==> src/verilog/cpvc_defines.vh <==
// register offsets, field positions and reset values of the csi port/vc bank
`ifndef CPVC_DEFINES_VH
`define CPVC_DEFINES_VH
`define CPVC_ADDR_W          8
`define CPVC_DATA_W          8
`define CPVC_OFF_PORT0_EN    8'h13
`define CPVC_OFF_PORT1_EN    8'h14
`define CPVC_OFF_ROUTING     8'h16
`define CPVC_OFF_VC_SEL      8'h2E
`define CPVC_OFF_IRQ_STAT    8'h30
`define CPVC_OFF_IRQ_MASK    8'h31
`define CPVC_RST_PORT0_EN    8'h3F
`define CPVC_RST_PORT1_EN    8'h00
`define CPVC_RST_ROUTING     8'h02
`define CPVC_RST_VC_SEL      8'h00
`define CPVC_RST_IRQ_MASK    8'h00
`define CPVC_EN_DISABLE      6'h00
`define CPVC_EN_ENABLE       6'h3F
`define CPVC_BIT_RCTL        7
`define CPVC_BIT_TO_PIN3     2
`define CPVC_BIT_TO_PIN0     1
`define CPVC_BIT_IND_STATE   0
`define CPVC_VC_HI           7
`define CPVC_VC_LO           6
`define CPVC_IRQ_W           3
`define CPVC_IRQ_IND_RISE    0
`define CPVC_IRQ_IND_FALL    1
`define CPVC_IRQ_CFG_WRITE   2
`endif

==> src/verilog/cpvc_reg8.v <==
// one eight-bit software register with writable-bit mask and reset value
module cpvc_reg8 #(
	parameter [7:0] RESET_VAL = 8'h00, // value after reset
	parameter [7:0] WR_MASK   = 8'hFF  // bits software may change
) (
	input  wire       core_clk,
	input  wire       reset,
	input  wire       wr_en,
	input  wire [7:0] wr_data,
	output wire [7:0] value
);
	reg [7:0] value_q; // stored contents

	// masked bits stay at reset value, so reserved bits never change
	always @(posedge core_clk)
	begin
		if (reset)
			value_q <= RESET_VAL;
		else if (wr_en)
			value_q <= (wr_data & WR_MASK) | (RESET_VAL & ~WR_MASK);
	end

	assign value = value_q;
endmodule // cpvc_reg8

==> src/verilog/cpvc_event_stat.v <==
// sticky event flags, cleared by a read, with set winning over clear
module cpvc_event_stat #(
	parameter W = 3 // number of event flags
) (
	input  wire         core_clk,
	input  wire         reset,
	input  wire [W-1:0] event_set,
	input  wire         rd_clear,
	output wire [W-1:0] status
);
	reg [W-1:0] status_q; // sticky bits

	genvar i;
	generate
		for (i = 0; i < W; i = i + 1)
		begin : g_flag
			// a new event in the clearing cycle is kept
			always @(posedge core_clk)
			begin
				if (reset)
					status_q[i] <= 1'b0;
				else if (event_set[i])
					status_q[i] <= 1'b1;
				else if (rd_clear)
					status_q[i] <= 1'b0;
			end
		end
	endgenerate

	assign status = status_q;
endmodule // cpvc_event_stat

==> src/verilog/cpvc_bank.v <==
// csi output port enable, indicator routing and virtual channel register bank
//
// Decided for this implementation: the address-and-strobe port.
`include "cpvc_defines.vh"

//
// Function
// - port zero six-bit enable, resets enabled
// - port one six-bit enable, resets disabled
// - bit seven register control per port
// - routing bit two drives pin three
// - routing bit one drives pin zero
// - routing bit zero reads indicator state
// - bits seven:six give packet virtual channel
module cpvc_bank #(
	parameter AW = `CPVC_ADDR_W, // register address width
	parameter DW = `CPVC_DATA_W  // register data width
) (
	input  wire          core_clk,
	input  wire          reset,
	input  wire [AW-1:0] reg_addr,
	input  wire [DW-1:0] reg_wdata,
	input  wire          reg_wr,
	input  wire          reg_rd,
	output reg  [DW-1:0] reg_rdata,
	input  wire          link_indicator,
	output reg  [5:0]    port_zero_enable_field,
	output reg           port_zero_register_control,
	output reg  [5:0]    port_one_enable_field,
	output reg           port_one_register_control,
	output reg           port_zero_active,
	output reg           port_one_active,
	output reg  [1:0]    virtual_channel_code,
	output reg           general_pin_zero,
	output reg           general_pin_zero_oe,
	output reg           general_pin_three,
	output reg           general_pin_three_oe,
	output reg           irq
);
	// address match helper, used for every register
	function hit;
		input [AW-1:0] a;
		input [AW-1:0] off;
		begin
			hit = (a == off);
		end
	endfunction

	// write strobes per register
	wire wr_p0   = reg_wr & hit(reg_addr, `CPVC_OFF_PORT0_EN);
	wire wr_p1   = reg_wr & hit(reg_addr, `CPVC_OFF_PORT1_EN);
	wire wr_rt   = reg_wr & hit(reg_addr, `CPVC_OFF_ROUTING);
	wire wr_vc   = reg_wr & hit(reg_addr, `CPVC_OFF_VC_SEL);
	wire wr_msk  = reg_wr & hit(reg_addr, `CPVC_OFF_IRQ_MASK);
	wire rd_stat = reg_rd & hit(reg_addr, `CPVC_OFF_IRQ_STAT);

	wire [7:0] p0_q;  // port zero enable register
	wire [7:0] p1_q;  // port one enable register
	wire [7:0] rt_q;  // routing register
	wire [7:0] vc_q;  // virtual channel register
	wire [7:0] msk_q; // interrupt mask register

	// bit six reserved, kept at zero
	cpvc_reg8 #(.RESET_VAL(`CPVC_RST_PORT0_EN), .WR_MASK(8'hBF)) u_p0 (
		.core_clk (core_clk),
		.reset    (reset),
		.wr_en    (wr_p0),
		.wr_data  (reg_wdata[7:0]),
		.value    (p0_q)
	);

	cpvc_reg8 #(.RESET_VAL(`CPVC_RST_PORT1_EN), .WR_MASK(8'hBF)) u_p1 (
		.core_clk (core_clk),
		.reset    (reset),
		.wr_en    (wr_p1),
		.wr_data  (reg_wdata[7:0]),
		.value    (p1_q)
	);

	// bit zero is a live status, bits seven:three reserved
	cpvc_reg8 #(.RESET_VAL(`CPVC_RST_ROUTING), .WR_MASK(8'h06)) u_rt (
		.core_clk (core_clk),
		.reset    (reset),
		.wr_en    (wr_rt),
		.wr_data  (reg_wdata[7:0]),
		.value    (rt_q)
	);

	// only the channel code is writable
	cpvc_reg8 #(.RESET_VAL(`CPVC_RST_VC_SEL), .WR_MASK(8'hC0)) u_vc (
		.core_clk (core_clk),
		.reset    (reset),
		.wr_en    (wr_vc),
		.wr_data  (reg_wdata[7:0]),
		.value    (vc_q)
	);

	cpvc_reg8 #(.RESET_VAL(`CPVC_RST_IRQ_MASK), .WR_MASK(8'h07)) u_msk (
		.core_clk (core_clk),
		.reset    (reset),
		.wr_en    (wr_msk),
		.wr_data  (reg_wdata[7:0]),
		.value    (msk_q)
	);

	reg ind_q; // registered indicator, reset low

	// sample indicator for status and edge events
	always @(posedge core_clk)
	begin
		if (reset)
			ind_q <= 1'b0;
		else
			ind_q <= link_indicator;
	end

	// events: indicator rise, fall, configuration write
	wire [`CPVC_IRQ_W-1:0] ev;
	assign ev[`CPVC_IRQ_IND_RISE]  = link_indicator & ~ind_q;
	assign ev[`CPVC_IRQ_IND_FALL]  = ~link_indicator & ind_q;
	assign ev[`CPVC_IRQ_CFG_WRITE] = wr_p0 | wr_p1 | wr_vc;

	wire [`CPVC_IRQ_W-1:0] stat; // sticky status

	cpvc_event_stat #(.W(`CPVC_IRQ_W)) u_stat (
		.core_clk  (core_clk),
		.reset     (reset),
		.event_set (ev),
		.rd_clear  (rd_stat),
		.status    (stat)
	);

	// read data mux, unmapped reads return zero
	reg [7:0] rd_d;
	always @*
	begin
		case (reg_addr)
			`CPVC_OFF_PORT0_EN: rd_d = p0_q;
			`CPVC_OFF_PORT1_EN: rd_d = p1_q;
			`CPVC_OFF_ROUTING:  rd_d = {rt_q[7:1], ind_q};
			`CPVC_OFF_VC_SEL:   rd_d = vc_q;
			`CPVC_OFF_IRQ_STAT: rd_d = {5'h00, stat};
			`CPVC_OFF_IRQ_MASK: rd_d = msk_q;
			default:            rd_d = 8'h00;
		endcase
	end

	// read data valid only the cycle after the strobe
	always @(posedge core_clk)
	begin
		if (reset)
			reg_rdata <= {DW{1'b0}};
		else if (reg_rd)
			reg_rdata <= rd_d; // eight-bit bank, data width stays at eight
		else
			reg_rdata <= {DW{1'b0}};
	end

	// next values of the registered outputs
	wire p0_on = (p0_q[5:0] == `CPVC_EN_ENABLE);
	wire p1_on = (p1_q[5:0] == `CPVC_EN_ENABLE);

	// configuration outputs, pins and interrupt from flip-flops
	always @(posedge core_clk)
	begin
		if (reset)
		begin
			port_zero_enable_field     <= `CPVC_EN_ENABLE;
			port_zero_register_control <= 1'b0;
			port_one_enable_field      <= `CPVC_EN_DISABLE;
			port_one_register_control  <= 1'b0;
			port_zero_active           <= 1'b1;
			port_one_active            <= 1'b0;
			virtual_channel_code       <= 2'h0;
			general_pin_zero           <= 1'b0;
			general_pin_zero_oe        <= 1'b1;
			general_pin_three          <= 1'b0;
			general_pin_three_oe       <= 1'b0;
			irq                        <= 1'b0;
		end
		else
		begin
			port_zero_enable_field     <= p0_q[5:0];
			port_zero_register_control <= p0_q[`CPVC_BIT_RCTL];
			port_one_enable_field      <= p1_q[5:0];
			port_one_register_control  <= p1_q[`CPVC_BIT_RCTL];
			port_zero_active           <= p0_on;
			port_one_active            <= p1_on;
			virtual_channel_code       <= vc_q[`CPVC_VC_HI:`CPVC_VC_LO];
			// indicator routed to pin zero while enabled
			general_pin_zero           <= rt_q[`CPVC_BIT_TO_PIN0] & link_indicator;
			general_pin_zero_oe        <= rt_q[`CPVC_BIT_TO_PIN0];
			// indicator routed to pin three while enabled
			general_pin_three          <= rt_q[`CPVC_BIT_TO_PIN3] & link_indicator;
			general_pin_three_oe       <= rt_q[`CPVC_BIT_TO_PIN3];
			irq                        <= |(stat & msk_q[`CPVC_IRQ_W-1:0]);
		end
	end
endmodule // cpvc_bank

==> config.mk <==
export PLATFORM = sky130hd
export DESIGN_NAME = cpvc_bank
export DESIGN_NICKNAME = d
export VERILOG_FILES = /design/src/verilog/cpvc_reg8.v /design/src/verilog/cpvc_event_stat.v /design/src/verilog/cpvc_bank.v
export VERILOG_INCLUDE_DIRS = /design/src /design/src/verilog
export SDC_FILE = /design/constraint.sdc
export NUM_CORES = 1
export LEC_CHECK = 0
export BUFFER_PORTS_ARGS = -buffer_cell sky130_fd_sc_hd__buf_4
export CORE_UTILIZATION = 50
export DETAILED_ROUTE_END_ITERATION = 6
export PLACE_DENSITY = 0.81
export RECOVER_POWER = 100
export SYNTH_ARGS = -nofsm -noshare
export SYNTH_HDL_FRONTEND = slang
export SYNTH_SLANG_ARGS = --single-unit
==> constraint.sdc <==
create_clock -name core_clk -period 1.35 [get_ports core_clk]
set_input_delay 0.135 -clock core_clk [delete_from_list [all_inputs] [get_ports core_clk]]
set_output_delay 0.135 -clock core_clk [all_outputs]
set_load 0.05 [all_outputs]
Word level (Yosys, flattened, before mapping)
Cells that the tools add are included.
{"block": "word_totals", "output_inout_bits": 31, "regBits": 56, "input_bits": 21, "word_cells": 56}
{"block": "op_classes", "reduce_logical": 5, "n_eq_ne": 8, "mux": 5, "bitwise": 16}
{"cell": "case mux 8 bit (6 select lines)", "count": 1}
{"cell": "equality test 8 x 5 -> 1 bit (second input constant)", "count": 3}
{"cell": "equality test 8 x 6 -> 1 bit (second input constant)", "count": 3}
{"cell": "equality test 6 bit (second input constant)", "count": 2}
{"cell": "bitwise AND 1 bit", "count": 10}
{"cell": "nonzero test 2 bit", "count": 3}
{"cell": "two-way mux 1 bit", "count": 4}
{"cell": "bitwise AND 3 bit", "count": 1}
{"cell": "inverter 1 bit", "count": 3}
{"cell": "OR reduction 3 bit", "count": 1}
{"cell": "OR 1 bit", "count": 2}
{"cell": "OR reduction 2 bit", "count": 1}

Logic depth before layout (Yosys ltp)
Gate-level depths: netlist of the first run.
{"block": "logic_depth", "depth_word": 5, "ltp_mapped": 6, "ltp_nobuf": 4}

Modules after synthesis
From an unflattened synthesis of the first run, not the netlist that was laid out.
{"block": "hier_totals", "hier_cells": 243, "hier_area_um2": 2436.1}
{"mod": "cpvc_bank", "instances": 1, "area_per_inst_um2": 1418.9, "seq_area_each_um2": 640.6, "cells_per_inst": 142}
{"mod": "cpvc_reg8 (u_p0)", "instances": 1, "area_per_inst_um2": 276.5, "seq_area_each_um2": 140.1, "cells_per_inst": 24}
{"mod": "cpvc_reg8 (u_p1)", "instances": 1, "area_per_inst_um2": 259.0, "seq_area_each_um2": 140.1, "cells_per_inst": 24}
{"mod": "cpvc_reg8 (u_msk)", "instances": 1, "area_per_inst_um2": 142.6, "seq_area_each_um2": 60.1, "cells_per_inst": 15}
{"mod": "cpvc_reg8 (u_rt)", "instances": 1, "area_per_inst_um2": 117.6, "seq_area_each_um2": 40.0, "cells_per_inst": 13}
{"mod": "cpvc_reg8 (u_vc)", "instances": 1, "area_per_inst_um2": 116.4, "seq_area_each_um2": 40.0, "cells_per_inst": 13}
{"mod": "cpvc_event_stat", "instances": 1, "area_per_inst_um2": 105.1, "seq_area_each_um2": 60.1, "cells_per_inst": 12}

Least setup slack after synthesis of the first run
Ideal clock, no wire load.
{"block": "synth_path", "kind": "input to register", "from": "input port reg_addr[0]", "to": "register u_p1.value_q[2] (netlist: u_p1.value[2])", "t_arrival_ns": 1.130, "slack_ns": 0.150, "n_path_buf": 2, "path_stages": 6, "cell_sequence": "buf_6 -> nor4_2 -> and3_4 -> buf_6 -> nand3_1 -> a21oi_1"}
{"block": "synth_between", "elab_chain_len": 2}
{"item": "start: declaration", "line_no": "cpvc_bank.v:21", "rtl": "input wire [AW-1:0] reg_addr,"}
{"item": "equality test 8 x 5 -> 1 bit", "line_no": "cpvc_bank.v:45", "rtl": "hit = (a == off);"}
{"item": "bitwise AND 1 bit", "line_no": "cpvc_bank.v:51", "rtl": "wire wr_p1 = reg_wr & hit(reg_addr, `CPVC_OFF_PORT1_EN);"}
{"item": "end signal: assignment", "line_no": "cpvc_reg8.v:20", "rtl": "value_q <= (wr_data & WR_MASK) | (RESET_VAL & ~WR_MASK);"}
{"item": "end: declaration", "line_no": "cpvc_reg8.v:12", "rtl": "reg [7:0] value_q;"}
Every way passes these cells.
A chain may end at the register's enable or synchronous reset.

Final worst setup path of the first run
{"block": "layout_path", "from": "input port reg_addr[2]", "to": "register reg_rdata[7]"}
{"block": "layout_between", "elab_chain_len": 2}
{"item": "equality test 8 x 6 -> 1 bit or equality test 8 x 5 -> 1 bit (tied branches)", "line_no": "cpvc_bank.v:137", "rtl": "case (reg_addr)"}
{"item": "case mux 8 bit (6 select lines) (*)", "line_no": "cpvc_bank.v:137"}
{"item": "end signal: assignment", "line_no": "cpvc_bank.v:152", "rtl": "reg_rdata <= {DW{1'b0}};"}
{"item": "end signal: assignment", "line_no": "cpvc_bank.v:154", "rtl": "reg_rdata <= rd_d;"}
{"item": "end signal: assignment", "line_no": "cpvc_bank.v:156", "rtl": "reg_rdata <= {DW{1'b0}};"}
{"item": "end: declaration", "line_no": "cpvc_bank.v:25", "rtl": "output reg [DW-1:0] reg_rdata,"}
Mark *: on every way between the ends. The rest lies on a longest branch, timed or not.

==> flow_metrics.tcl, run 1 <==
set metrics [dict create \
    numCtsBuffers 5 \
    syn-num-nets 239 \
    viasPerCell 5.44 \
    floorplan.rows 23 \
    syn_inst 218 \
    seq_power_share 0.566 \
    critical_path.cell_chain "clkbuf_1 > and3b_1 > o211ai_1 > a41o_1 > a21oi_1" \
    hold_path.class "in2reg" \
    dp_hpwl_um 3280 \
    syn_area_sq_mm 0.00213 \
    rsz0062_at_grt "false" \
    clk_path_buf_depth 2 \
    nets 300 \
    insertion_delay_ns 0.31 \
    min_from "reg_wdata[5]" \
    start_util 0.525 \
    crit_fanout 9 \
    switching_share 0.218 \
    vias 1796 \
    clockRootBuffer "clkbuf_8" \
    drc_errors 0 \
    finalCriticalPeriod_ns 1.22 \
    io_pins 52 \
    hold_ws_ns 0.0600 \
    peakVddDrop_mv 0.507 \
    arrival_ns 1.40 \
    period_share 0.901 \
    wl_per_cell_um 14.1 \
    skew_ns 0.0104 \
    grt_pass1_vias 1614 \
    drtIter0Drc 94 \
    final_common_cell "dfxtp_1" \
    h-tree-depth 2 \
    syn_area_per_cell_sq_um 9.76 \
    grt_pass1_wl_um 7680 \
    r2r-start "u_p1.value[2]" \
    die_x_um 67.2 \
    criticalPathCategory "in2reg" \
    numClockSinks 56 \
    syn_to_final_growth_pct 22.6 \
    grtUsageTotal 0.227 \
    slew_viol_final 0 \
    io_buffers 51 \
    crit_path_top_delay_cell "a41o_1" \
    clk_pin_slew_ns 0.10 \
    yosysWarnings 0 \
    diodes 0 \
    p_per_area_mw_per_mm2 1130 \
    p_comb_frac 0.063 \
    endpoint_kind "register" \
    cts_tree "yes" \
    tightest_slew_ns 0.554 \
    drive_above_1_share 0.300 \
    cts_setup_buffers 0 \
    grt_max_degree 31 \
    drv_cap 0 \
    place_congestion 0.837 \
    hold_violations 0 \
    layout_common_cells "dfxtp_1 (56), clkbuf_2 (32), buf_4 (27), nand2_1 (22), nand3_1 (21)" \
    power.switching_w 0.000642 \
    ys_types 42 \
    setup_viol 0 \
    ys_ff_latch 56 \
    die-area_sq_mm 0.00452 \
    max_stage_delay_ns 0.41 \
    fin_setup_tns_ns 0 \
    start_kind "primary input" \
    intPower_w 0.00230 \
    first_pass_iters 4 \
    antenna_found_initial 0 \
    crit_path_start "reg_addr[2]" \
    worst_slew_margin_rel 0.631 \
    clkPwrFrac 0.371 \
    detail-route-antenna-nets 0 \
    cp.required_ns 1.53 \
    drt-total-wl_um 4640 \
    core_sq_mm 0.00406 \
    cts_resized 0 \
    grt-ovfl-total 0 \
    status "complete, no violations" \
    cts_hold_buf 0 \
    leakage_nw 1.13 \
    clock.fmax_ghz 0.822 \
    synth-seq-area-share 0.527 \
    die_h_um 67.2 \
]
==> power groups by stage <==
stage	clock network [W]	logic, W	registers (W)
finish	0.00109	0.000185	0.00167
global route	0.00117	0.000199	0.00167
CTS	0.00111	0.000193	0.00167
detailed placement	0	0.000192	0.00170
global placement	0	0.000190	0.00170
floorplan	0	0.0000857	0.00171
==> final timing paths <==
kind	depth (start not counted)	slack, ns	end
min	3	0.06	u_p0.value[5]
min reg2reg	2	0.46	virtual_channel_code[0]
max	5	0.13	reg_rdata[7]
max reg2reg	3	0.33	reg_rdata[2]
==> stage by stage <==
stage	power (W)	instance area, sq um	cells	util	worst slack, ns
2_1_floorplan	0.00180	2130	218	-	0.150
3_3_place_gp	0.00189	2610	322	0.644	0.0495
3_5_place_dp	0.00190	2610	322	0.644	0.00342
4_1_cts	0.00297	2720	330	0.671	0.318
5_1_grt	0.00304	2610	330	0.643	0.101
6_report	0.00294	2610	330	0.643	0.134
==> flip-flops by register name, indices dropped and copies added, names as in the netlist, 3 cells and up <==
| register | cells |
|---|---|
| u_stat.status | 3 |
| port_zero_enable_field | 6 |
| port_one_enable_field | 6 |
| reg_rdata | 8 |
| u_p1.value | 7 |
| u_p0.value | 7 |
| u_msk.value | 3 |
==> layout make-up <==
class,count,area (sq um)
Fill cell,367,1450
Sequential cell,56,1120
Multi-Input combinational cell,148,911
Timing Repair Buffer,65,393
Clock buffer,6,72.6
Tap cell,50,62.6
Clock inverter,2,38.8
Inverter,3,11.3
==> layer usage <==
| layer | wire, um | track usage | vias to the layer above |
|---|---|---|---|
| li1 | - | - | 888 |
| met1 | 2060 | 0.308 | 838 |
| met2 | 2170 | 0.355 | 64 |
| met3 | 336 | 0.0456 | 6 |
| met4 | 76 | 0.0824 | 0 |
| met5 | 0 | 0 | - |
==> critical path, delay by kind of cell <==
family	cells	cell delay, ns
AO/OA/AOI/OAI	3	0.73
AND/OR/NAND/NOR	1	0.23
buffers and inverters	1	0.30
==> synthesized netlist by cell type <==
cell,count,area [sq um]
o21ai_0,3,15.0
nor3b_2,1,12.5
nor4_2,1,12.5
o211ai_1,2,15.0
clkbuf_2,1,5.00
buf_4,2,15.0
nand4_1,6,37.5
a21oi_1,13,65.1
nor3b_1,1,7.51
and4b_1,1,10.0
a222oi_1,1,10.0
a31o_2,1,8.76
and3b_1,2,17.5
a22oi_1,4,30.0
nor2_1,15,56.3
nand4_2,1,12.5
dfxtp_1,56,1120
or2_2,7,43.8
mux2i_1,8,80.1
nand2_1,22,82.6
a31oi_2,1,12.5
inv_1,2,7.51
and3_4,1,11.3
nor3_1,2,10.0
buf_2,2,10.0
clkinv_1,1,3.75
and3_1,4,25.0
a211o_1,1,8.76
nand3_2,2,20.0
a21oi_2,1,8.76
a22o_1,2,17.5
nor2b_1,16,100
a32o_1,1,10.0
nor3b_4,1,18.8
buf_6,2,22.5
nand3_1,21,105
clkbuf_1,4,15.0
and2_1,2,12.5
and4_1,1,8.76
o22a_1,1,8.76
and4bb_1,1,12.5
a41o_4,1,21.3
==> logic make-up after synthesis <==
| logic type | Yosys count | synth area share |
|---|---|---|
| muxes | 8 | 0.0376 |
| AOI/OAI and AO/OA | 32 | 0.109 |
| and+or+nand+nor | 108 | 0.290 |
| buffers and inverters | 14 | 0.0370 |
| DFF | 56 | 0.527 |
Note: power is estimated with default switching activity, not from simulation.
==> run 2: changes to the inputs <==
--- a/config.mk
+++ b/config.mk
@@ -7,6 +7,7 @@
 export NUM_CORES = 1
 export LEC_CHECK = 0
 export BUFFER_PORTS_ARGS = -buffer_cell sky130_fd_sc_hd__buf_4
+export CORE_MARGIN = 4
 export CORE_UTILIZATION = 50
 export DETAILED_ROUTE_END_ITERATION = 6
 export PLACE_DENSITY = 0.81
==> flow_metrics.tcl, run 2 (synthesis results as in run 1) <==
set metrics [dict create \
    peakVddDrop_mv 0.776 \
    rsz0062_at_grt "false" \
    clk_pin_slew_ns 0.10 \
    grtUsageTotal 0.182 \
    critical_path.cell_chain "clkbuf_1 > nor3b_1 > buf_12 > and3_1 > nand3_1 > a21oi_1" \
    crit_buf_inv 2 \
    crit_fanout 10 \
    start_kind "primary input" \
    core_sq_mm 0.00406 \
    drtIter0Drc 166 \
    drive_above_1_share 0.299 \
    drv_cap 0 \
    leakage_nw 1.12 \
    tightest_slew_ns 0.600 \
    slew_viol_final 0 \
    die_h_um 73.2 \
    violations "design-rule violations" \
    floorplan.rows 23 \
    die-area_sq_mm 0.00536 \
    hold_path.class "in2reg" \
    antenna_found_initial 0 \
    crit_path_top_delay_cell "nor3b_1" \
    diodes 0 \
    vias 1790 \
    syn_to_final_growth_pct 21.5 \
    cts_tree "yes" \
    viasPerCell 5.46 \
    io_pins 52 \
    io_buffers 51 \
    arrival_ns 1.40 \
    skew_ns 0.00649 \
    layout_common_cells "dfxtp_1 (56), clkbuf_2 (32), buf_4 (25), nand2_1 (22), nand3_1 (21)" \
    start_util 0.525 \
    hold_violations 0 \
    status "complete, but fails checks" \
    clock.fmax_ghz 0.863 \
    endpoint_kind "register" \
    setup_viol 0 \
    grt_pass1_vias 1665 \
    largest_reg_flops 8 \
    numCtsBuffers 5 \
    place_ws_ns 0.0117 \
    clk_path_buf_depth 2 \
    dp_hpwl_um 3450 \
    first_pass_iters 7 \
    regMostFlops "reg_rdata" \
    drc_errors 1 \
    cts_resized 0 \
    insertion_delay_ns 0.31 \
    cp.required_ns 1.59 \
    drt-total-wl_um 4690 \
    cts_hold_buf 0 \
    grt_pass1_wl_um 7620 \
    place_congestion 0.867 \
    layout_setup_ws_ns 0.191 \
    numClockSinks 56 \
    p_per_area_mw_per_mm2 1070 \
    wl_per_cell_um 14.3 \
    die_x_um 73.2 \
    period_share 0.859 \
    worst_slew_margin_rel 0.600 \
    crit_cells 6 \
    fin_setup_tns_ns 0 \
    cts_setup_buffers 0 \
    detail-route-antenna-nets 0 \
    nets 298 \
    clockRootBuffer "clkbuf_8" \
    fin_cells 328 \
    grt_max_degree 20 \
    finalCriticalPeriod_ns 1.16 \
    whs_path_depth 3 \
    place_inst 320 \
    cp_top_family "simple AND/OR/NAND/NOR gates" \
    h-tree-depth 2 \
    reg2reg_depth 4 \
    max_stage_delay_ns 0.36 \
    final_common_cell "dfxtp_1" \
    grt-ovfl-total 0 \
    hold_ws_ns 0.0577 \
    criticalPathCategory "in2reg" \
]
## run 2: where the power goes
group          leakage (nW)  internal [W]  total, W  switching (W)
combinational         0.617     0.0000797  0.000185       0.000105
clock                0.0485      0.000373  0.000919       0.000546
sequential            0.453       0.00166   0.00167     0.00000650
total                  1.12       0.00211   0.00277       0.000657
## run 2: path summary, 6_finish.rpt
| kind | startpoint | endpoint | slack [ns] |
|---|---|---|---|
| setup reg to reg | u_stat.status[2] | reg_rdata[2] | 0.38 |
| setup / recovery | reg_addr[7] | u_p0.value[7] | 0.19 |
| hold / removal | reg_wdata[6] | u_vc.value[6] | 0.06 |
| hold reg to reg | u_vc.value[6] | virtual_channel_code[0] | 0.48 |
## run 2: layer usage
metal	global-route usage	part of all wire
met1	0.234	0.44
met2	0.296	0.47
met3	0.0523	0.077
met4	0.0492	0.015
met5	0	0
## run 2: area by class of cell
class	count	area, sq um
clock buffer	5	68.8
clock inverter	3	22.5
inverter	3	11.3
multi-input combinational	148	910
tap	50	62.6
timing repair buffer	63	390
sequential	56	1120
fill	369	1470
## run 2: stage by stage
| step | utilization | instance area, sq um | total power, W |
|---|---|---|---|
| global route | 0.637 | 2590 | 0.00286 |
| CTS | 0.665 | 2700 | 0.00279 |
| finish | 0.637 | 2590 | 0.00277 |
| detailed placement | 0.643 | 2610 | 0.00190 |
| floorplan | - | 2130 | 0.00180 |
| global placement | 0.643 | 2610 | 0.00190 |
## run 2: tightest hold or removal path: cells and delay by family
kind	cells	cell delay (ns)
buffers and inverters	1	0.08
and+or+nand+nor	1	0.07
muxes	1	0.05
